**src/hw/spg_pkg.sv**
```systemverilog
// Package for the six-pin port: register offsets, field layouts and reset values
package spg_pkg;

	localparam int unsigned SPG_PINS = 6;
	localparam int unsigned SPG_ADDR_W = 12;
	localparam int unsigned SPG_DATA_W = 32;

	// Word indices as printed; byte address is four times the index
	localparam logic [SPG_ADDR_W-1:0] SPG_IDX_DATA = 12'h005;
	localparam logic [SPG_ADDR_W-1:0] SPG_IDX_DIR = 12'h085;
	localparam logic [SPG_ADDR_W-1:0] SPG_IDX_PULLUP = 12'h095;
	localparam logic [SPG_ADDR_W-1:0] SPG_IDX_CHANGE = 12'h096;
	// Control and status registers with no printed offset
	localparam logic [SPG_ADDR_W-1:0] SPG_IDX_CTRL = 12'h0a0;
	localparam logic [SPG_ADDR_W-1:0] SPG_IDX_ANALOG = 12'h0a1;
	localparam logic [SPG_ADDR_W-1:0] SPG_IDX_STATUS = 12'h0a2;

	// Control register fields
	localparam int unsigned SPG_CTRL_PULLUP_OFF = 0;
	localparam int unsigned SPG_CTRL_MASTER_CLEAR_INPUT_EN = 1;
	localparam int unsigned SPG_CTRL_VREF_OUT = 2;
	localparam int unsigned SPG_CTRL_XTAL_MODE = 3;
	localparam int unsigned SPG_CTRL_GIE = 4;
	localparam int unsigned SPG_CTRL_W = 5;

	// Status register fields
	localparam int unsigned SPG_STAT_FLAG = 0;
	localparam int unsigned SPG_STAT_IRQ = 1;

	// Pin positions with special behaviour
	localparam int unsigned SPG_PIN_VREF = 1;
	localparam int unsigned SPG_PIN_INONLY = 3;
	localparam logic [SPG_PINS-1:0] SPG_XTAL_PINS = 6'h30;
	localparam logic [SPG_PINS-1:0] SPG_INONLY_MASK = 6'h08;

	// Values after reset
	localparam logic [SPG_PINS-1:0] SPG_DIR_RST = 6'h3f;
	localparam logic [SPG_PINS-1:0] SPG_PULLUP_RST = 6'h3f;
	localparam logic [SPG_PINS-1:0] SPG_CHANGE_RST = 6'h00;
	localparam logic [SPG_PINS-1:0] SPG_ANALOG_RST = 6'h3f;
	localparam logic [SPG_PINS-1:0] SPG_LATCH_RST = 6'h00;
	localparam logic [SPG_CTRL_W-1:0] SPG_CTRL_RST = 5'h01;

endpackage : spg_pkg

```
**src/hw/spg_port.sv**
```systemverilog
// Six-pin general-purpose port with direction, pull-ups and change detection
//
// What this block does
// - six bidirectional pins, bits 7:6 read zero
// - direction one tristates the pin driver
// - direction zero drives output latch onto pin
// - pin three input only, direction reads one
// - data read gives pins, write read-modify-writes
// - pin three reads zero when master clear
// - analog-selected pins read zero in data
// - vref output disables pin one driver only
// - crystal mode: pins five, four read ones
// - pull-up needs own bit and global enable
// - pull-up off while pin is output
// - power-on reset leaves pull-ups globally off
// - master clear forces pin three pull-up
// - change enables cleared by power-on reset
// - enabled pin mismatches ORed into change flag
// - set change flag signals wake from sleep
// - data access refreshes last-read latch
// - persisting mismatch keeps re-setting the flag
// - last-read latch survives non-power-on resets
// - change at read instant still sets the flag
// - interrupt recognised only with global enable
// - output latches undefined after power-on
//
// Chosen here: the Wishbone interface to the registers.
`timescale 1ns/1ps
`default_nettype none

module spg_port
	import spg_pkg::*;
(
	// Clock, reset and enable
	input wire logic clk_i,
	input wire logic rst_i,
	input wire logic por_i,
	input wire logic ce_i,
	// Wishbone slave
	input wire logic wb_cyc_i,
	input wire logic wb_stb_i,
	input wire logic wb_we_i,
	input wire logic [spg_pkg::SPG_ADDR_W+1:0] wb_adr_i,
	input wire logic [3:0] wb_sel_i,
	input wire logic [spg_pkg::SPG_DATA_W-1:0] wb_dat_i,
	output logic [spg_pkg::SPG_DATA_W-1:0] wb_dat_o,
	output logic wb_ack_o,
	// Pins
	input wire logic [spg_pkg::SPG_PINS-1:0] pin_i,
	output logic [spg_pkg::SPG_PINS-1:0] pin_o,
	output logic [spg_pkg::SPG_PINS-1:0] pin_oe_o,
	output logic [spg_pkg::SPG_PINS-1:0] pullup_en_o,
	// Wake and interrupt
	output logic wake_o,
	output logic irq_o
);
	import spg_pkg::*;

	// ****************************************************************
	// Registers
	// ****************************************************************
	logic [SPG_PINS-1:0] sync1_q;
	logic [SPG_PINS-1:0] sync2_q;
	logic [SPG_PINS-1:0] latch_q;
	logic [SPG_PINS-1:0] latch_d;
	logic [SPG_PINS-1:0] dir_q;
	logic [SPG_PINS-1:0] dir_d;
	logic [SPG_PINS-1:0] pullup_q;
	logic [SPG_PINS-1:0] pullup_d;
	logic [SPG_PINS-1:0] change_q;
	logic [SPG_PINS-1:0] change_d;
	logic [SPG_PINS-1:0] analog_q;
	logic [SPG_PINS-1:0] analog_d;
	logic [SPG_PINS-1:0] last_q;
	logic [SPG_PINS-1:0] last_d;
	logic [SPG_CTRL_W-1:0] ctrl_q;
	logic [SPG_CTRL_W-1:0] ctrl_d;
	logic flag_q;
	logic flag_d;
	logic ack_q;
	logic [SPG_DATA_W-1:0] rdata_q;

	// ****************************************************************
	// Bus decode
	// ****************************************************************
	wire logic [SPG_ADDR_W-1:0] idx = wb_adr_i[SPG_ADDR_W+1:2];
	wire logic req = wb_cyc_i & wb_stb_i & ~ack_q & ce_i;
	wire logic wr = req & wb_we_i & wb_sel_i[0];
	wire logic rd = req & ~wb_we_i;
	wire logic hit_data = idx == SPG_IDX_DATA;
	wire logic hit_dir = idx == SPG_IDX_DIR;
	wire logic hit_pullup = idx == SPG_IDX_PULLUP;
	wire logic hit_change = idx == SPG_IDX_CHANGE;
	wire logic hit_ctrl = idx == SPG_IDX_CTRL;
	wire logic hit_analog = idx == SPG_IDX_ANALOG;
	wire logic hit_status = idx == SPG_IDX_STATUS;
	wire logic [SPG_PINS-1:0] wbyte = wb_dat_i[SPG_PINS-1:0];
	wire logic flag_clr = wr & hit_status & ~wb_dat_i[SPG_STAT_FLAG];

	// ****************************************************************
	// Mode decode
	// ****************************************************************
	wire logic global_pullup_control = ~ctrl_q[SPG_CTRL_PULLUP_OFF];
	wire logic master_clear_enable = ctrl_q[SPG_CTRL_MASTER_CLEAR_INPUT_EN];
	wire logic vref_out = ctrl_q[SPG_CTRL_VREF_OUT];
	wire logic xtal_mode = ctrl_q[SPG_CTRL_XTAL_MODE];
	wire logic global_interrupt_enable = ctrl_q[SPG_CTRL_GIE];
	wire logic [SPG_PINS-1:0] xtal_force = xtal_mode ? SPG_XTAL_PINS : '0;

	// Direction as seen by software and by the drivers
	wire logic [SPG_PINS-1:0] dir_eff = dir_q | SPG_INONLY_MASK | xtal_force;
	wire logic [SPG_PINS-1:0] pullup_rd = pullup_q | xtal_force;
	wire logic [SPG_PINS-1:0] change_rd = change_q | xtal_force;

	// ****************************************************************
	// Pin drivers and pull-ups
	// ****************************************************************
	wire logic [SPG_PINS-1:0] vref_mask = vref_out ? 6'h02 : 6'h00;
	assign pin_o = latch_q;
	assign pin_oe_o = ~dir_eff & ~vref_mask;

	wire logic [SPG_PINS-1:0] master_clear_input_pull = master_clear_enable ? SPG_INONLY_MASK : '0;
	// Output pins never pull; master clear forces pin three pull-up
	assign pullup_en_o = ((pullup_rd & dir_eff & {SPG_PINS{global_pullup_control}}))
		| master_clear_input_pull;

	// ****************************************************************
	// Pin read value
	// ****************************************************************
	// Analog pins and pin three under master clear read zero
	wire logic [SPG_PINS-1:0] pin_val = sync2_q & ~analog_q
		& ~(master_clear_enable ? SPG_INONLY_MASK : 6'h00);

	// ****************************************************************
	// Change detection
	// ****************************************************************
	// Compare uses the synchronised pins and the old last-read value; an edge that lands with the
	// refreshing access still sets the flag as the new last-read value is taken
	wire logic [SPG_PINS-1:0] mismatch_vec = (sync2_q ^ last_q) & change_rd;
	wire logic mismatch = |mismatch_vec;
	wire logic port_access = req & hit_data & (~wb_we_i | wb_sel_i[0]);

	// ****************************************************************
	// Next-state logic
	// ****************************************************************
	assign latch_d = (wr & hit_data) ? ((pin_val & ~pin_oe_o) | (latch_q & pin_oe_o)) & wbyte
		| (wbyte & ~SPG_INONLY_MASK) & ~SPG_INONLY_MASK : latch_q;
	assign dir_d = (wr & hit_dir) ? wbyte : dir_q;
	assign pullup_d = (wr & hit_pullup) ? wbyte : pullup_q;
	assign change_d = (wr & hit_change) ? wbyte : change_q;
	assign analog_d = (wr & hit_analog) ? wbyte : analog_q;
	assign ctrl_d = (wr & hit_ctrl) ? wb_dat_i[SPG_CTRL_W-1:0] : ctrl_q;
	assign last_d = port_access ? sync2_q : last_q;
	// Set wins over clear, and a live mismatch keeps setting
	assign flag_d = mismatch | (flag_q & ~flag_clr);

	// ****************************************************************
	// Read mux
	// ****************************************************************
	logic [SPG_DATA_W-1:0] rmux;
	always_comb
	begin
		rmux = '0;
		unique case (1'b1)
			hit_data: rmux[SPG_PINS-1:0] = pin_val;
			hit_dir: rmux[SPG_PINS-1:0] = dir_eff;
			hit_pullup: rmux[SPG_PINS-1:0] = pullup_rd;
			hit_change: rmux[SPG_PINS-1:0] = change_rd;
			hit_ctrl: rmux[SPG_CTRL_W-1:0] = ctrl_q;
			hit_analog: rmux[SPG_PINS-1:0] = analog_q;
			hit_status:
			begin
				rmux[SPG_STAT_FLAG] = flag_q;
				rmux[SPG_STAT_IRQ] = irq_o;
			end
			default: rmux = '0;
		endcase
	end

	// ****************************************************************
	// Synchroniser and last-read latch (kept across non-power-on resets)
	// ****************************************************************
	always_ff @(posedge clk_i)
	begin
		if (ce_i)
		begin
			sync1_q <= pin_i;
			sync2_q <= sync1_q;
		end
	end

	always_ff @(posedge clk_i)
	begin
		if (por_i)
			last_q <= SPG_LATCH_RST;
		else if (ce_i)
			last_q <= last_d;
	end

	// Output latch is not reset: undefined until software writes it
	always_ff @(posedge clk_i)
	begin
		if (ce_i)
			latch_q <= latch_d;
	end

	// ****************************************************************
	// Power-on-only state
	// ****************************************************************
	always_ff @(posedge clk_i)
	begin
		if (por_i)
		begin
			change_q <= SPG_CHANGE_RST;
			ctrl_q <= SPG_CTRL_RST;
		end
		else if (ce_i)
		begin
			change_q <= change_d;
			ctrl_q <= ctrl_d;
		end
	end

	// ****************************************************************
	// State reset by every reset
	// ****************************************************************
	always_ff @(posedge clk_i)
	begin
		if (rst_i | por_i)
		begin
			dir_q <= SPG_DIR_RST;
			pullup_q <= SPG_PULLUP_RST;
			analog_q <= SPG_ANALOG_RST;
			flag_q <= 1'b0;
			ack_q <= 1'b0;
			rdata_q <= '0;
		end
		else if (ce_i)
		begin
			dir_q <= dir_d;
			pullup_q <= pullup_d;
			analog_q <= analog_d;
			flag_q <= flag_d;
			ack_q <= req;
			rdata_q <= rd ? rmux : rdata_q;
		end
	end

	// ****************************************************************
	// Outputs
	// ****************************************************************
	assign wb_ack_o = ack_q;
	assign wb_dat_o = rdata_q;
	assign wake_o = flag_q;
	assign irq_o = flag_q & global_interrupt_enable;

endmodule : spg_port

`default_nettype wire

```
**config.mk**
```make
export PLATFORM = sky130hd
export DESIGN_NAME = spg_port
export DESIGN_NICKNAME = d
export VERILOG_FILES = /design/src/hw/spg_pkg.sv /design/src/hw/spg_port.sv
export SDC_FILE = /design/constraint.sdc
export NUM_CORES = 1
export LEC_CHECK = 0
export ABC_CLOCK_PERIOD_IN_PS = 2370
export BUFFER_PORTS_ARGS = -buffer_cell sky130_fd_sc_hd__buf_2
export CAP_MARGIN = 20
export CORE_ASPECT_RATIO = 0.5
export CORE_MARGIN = 2
export CORE_UTILIZATION = 40
export DETAILED_ROUTE_END_ITERATION = 10
export GPL_TIMING_DRIVEN = 0
export HOLD_SLACK_MARGIN = 0.03
export PLACE_DENSITY = 0.75
export SYNTH_ARGS = -nofsm -noshare
export SYNTH_HDL_FRONTEND = slang
export SYNTH_SLANG_ARGS = --single-unit
```
**constraint.sdc**
```tcl
create_clock -name clk_i -period 2.37 [get_ports clk_i]
set_input_delay 0.1185 -clock clk_i [delete_from_list [all_inputs] [get_ports clk_i]]
set_output_delay 0.1185 -clock clk_i [all_outputs]
set_load 0.01 [all_outputs]
```
==> impl_metrics.json <==
{
  "nets": 513,
  "ys_types": 58,
  "dp.cells": 545,
  "regArea_um2": 1380,
  "cts_resized": 0,
  "initial_utilization_pct": 40.8,
  "synth-seq-cells": 60,
  "outcome": "finished, final reports clean",
  "synthCells": 352,
  "final_common_cell": "buf_2",
  "async_flop_share_pct": 0,
  "met2_usage_pct": 34.1,
  "wl_per_cell_um": 16.6,
  "min-delay-start": "wb_dat_i[5]",
  "synthFlopType": "dfxtp_1",
  "multi_input_area_um2": 1630,
  "layout_common_cells": "buf_2 (58), dfxtp_1 (42), nor2_1 (29)",
  "vdd_ir_drop_max_uv": 382,
  "r2r_cells": 5,
  "whs_endpoint": "analog_q[5]$_SDFFE_PP1P_",
  "coreArea_um2": 7940,
  "gr-usage-met3_pct": 6.83,
  "clkLatencyLatePin_ps": 330,
  "hp-class": "input port to flip-flop",
  "grt_pass1_vias": 2731,
  "drive_gt1_share_pct": 25.7,
  "grt_max_degree": 18,
  "overflow": 0,
  "worstMarginPinSlew_ps": 780,
  "stdcell_count": 567,
  "wirelength_mm": 9.42,
  "tritoncts": "yes",
  "clk_pin_slew_ps": 50,
  "synth_top_area_share_pct": 25.9,
  "io_pins": 116,
  "required_ps": 2330,
  "clock_path_buffers": 2,
  "rsz0062_at_grt": "false",
  "fin_skew_ps": 7.09,
  "vias": 3030,
  "yosys-top-cells-area": "dfxtp_1 (26%), edfxtp_1 (17%), buf_4 (6.5%)",
  "end_kind": "flip-flop",
  "synth_edf_count": 18,
  "setup-tns-final_ps": 0,
  "criticalPathCategory": "input port to flip-flop",
  "report.final.slew_viol_count": 0,
  "grt_use_total_pct": 22.0,
  "slew_headroom_pct": 47.8,
  "nFillCells": 799,
  "dp_hpwl_mm": 6.97,
  "r2r-end": "change_q[1]$_SDFFE_PP0P_",
  "reg2reg_setup_slack_ps": 420,
  "clockRootBuffer": "clkbuf_16",
  "yosysTopAreaCell": "dfxtp_1",
  "worstSetupStartpointType": "input port",
  "r2r_start": "wb_ack_o$_SDFFE_PP0P_",
  "use_met1_pct": 28.7,
  "p_per_area_nw_per_um2": 621,
  "antenna_found_initial": 0,
  "rows": 23,
  "netlist_area_um2": 3240,
  "top_usage_layer": "met2",
  "finalHoldViolCount": 0,
  "numCtsBuffers": 9,
  "fin_area_um2": 4100,
  "place_area_um2": 3760,
  "final_util_pct": 51.6,
  "yosys_warnings": 0,
  "firstDrtPassIters": 5,
  "setup_viol": 0,
  "gp_congestion": 0.951,
  "p_leak_nw": 1.73,
  "crit_arrival_ps": 2020,
  "worstPathMaxFanout": 6,
  "area_growth_pct": 26.4,
  "ys_seq_area_share_pct": 42.6,
  "chipWidth_um": 131,
  "grt_pass1_wl_mm": 14.5,
  "holdWs_ps": 105,
  "postCtsSetupRepairBufs": 0,
  "fmax_mhz": 486,
  "ant_nets": 0,
  "drt_iter0_drc": 305,
  "portBuffers": 55,
  "fin_crit_sh_pct": 86.9,
  "ctsHtreeMaxLevel": 3,
  "via_per_inst": 5.34,
  "cts.sinks": 60,
  "avgSynthCellArea_um2": 9.22,
  "diodes": 0,
  "drv_cap": 0,
  "dieArea_um2": 8890,
  "whs_path_depth": 3,
  "route.detailed.drc": 0,
  "post-route-min-period_ps": 2060,
  "die_h_um": 67.7
}
## cells in the mapped netlist, types with 2 or more instances
master and number:
o21ai_0 8, and4_1 2, nand4_1 6, nor4b_1 3, and3_1 4, nand2_1 22
or3b_2 2, nand3b_1 3, buf_4 28, nor4_4 2, nor3_2 2, inv_1 7
nor4_1 3, mux2_2 4, or4_4 3, o2bb2ai_1 2, and3b_1 2, xor2_1 7
a211oi_1 3, clkbuf_1 18, a31oi_1 3, nor3_1 2, o21ai_1 18, or3_1 2
a21o_1 2, and2_1 3, mux2i_1 19, a32oi_1 2, edfxtp_1 18, nor2b_1 4
nor2_1 29, a22o_1 2, buf_2 3, dfxtp_1 42, a21oi_1 17, a22oi_1 8
nand2b_1 3, nand3_1 24
## kinds of logic after synthesis
kind of cell / share of synthesized area [%]
AND/OR/NAND/NOR: 23.3
buffers and inverters: 10.3
XOR/XNOR: 1.89
multiplexers: 7.25
AO/OA/AOI/OAI: 14.5
other: 0.116
flip-flops: 42.6
## layout make-up
| class | count | share of cell area, % |
|---|---|---|
| repair buffers | 61 | 8.18 |
| inverters | 7 | 0.641 |
| plain buffers | 51 | 7.50 |
| multi-input cells | 260 | 39.7 |
| clock buffers | 15 | 6.80 |
| well taps | 112 | 3.42 |
| clock inverters | 1 | 0.122 |
| flip-flops and latches | 60 | 33.7 |
## what timing repair did
item                       4_1_cts  5_1_grt
hold buffers                     6        0
setup endpoints to repair        0        0
hold endpoints to repair         6        0
## flip-flops by register name (all words and copies together), names as in the netlist
signal	count
sync1_q	6
analog_q	6
pin_o	6
wake_o	1
wb_ack_o	1
change_q	6
pullup_q	6
last_q	6
sync2_q	6
wb_dat_o	6
ctrl_q	5
dir_q	5
## per-stage QoR
stage	power [W]	setup WS, ps
CTS	0.00256	381
global route	0.00263	230
detailed placement	0.00132	40.6
global placement	0.00132	79.6
finish	0.00255	310
floorplan	0.00124	654
## power breakdown
group          switching [W]  total, W  internal (W)
Combinational       0.000133  0.000224     0.0000906
Clock               0.000435   0.00123      0.000797
Sequential         0.0000125   0.00109       0.00108
Total               0.000580   0.00255       0.00197
## critical path, stage by stage
cell and delay (ps):
buf_2 100, or4_4 560, nor3_2 470, nand3_1 130, nor2_1 640
## worst max path at each step
stage	from	to	slack [ps]	depth (start not counted)
after floorplan	wb_adr_i[11]	pin_o[0]$_DFFE_PP_	650	4
after global placement	wb_adr_i[11]	pin_o[0]$_DFFE_PP_	80	5
after detailed placement	wb_adr_i[11]	pin_o[0]$_DFFE_PP_	40	5
after CTS	wb_adr_i[11]	pin_o[5]$_DFFE_PP_	380	5
after global routing	wb_adr_i[11]	pin_o[0]$_DFFE_PP_	230	5
final	wb_adr_i[11]	pin_o[0]$_DFFE_PP_	310	5
## per-layer routing
layer	vias to the layer above	part of all wire [%]
li1	1424	-
met3	17	12
met2	183	42
met4	0	2.1
met1	1406	43
met5	-	0
No activity file was read; power rests on OpenSTA's default activity.
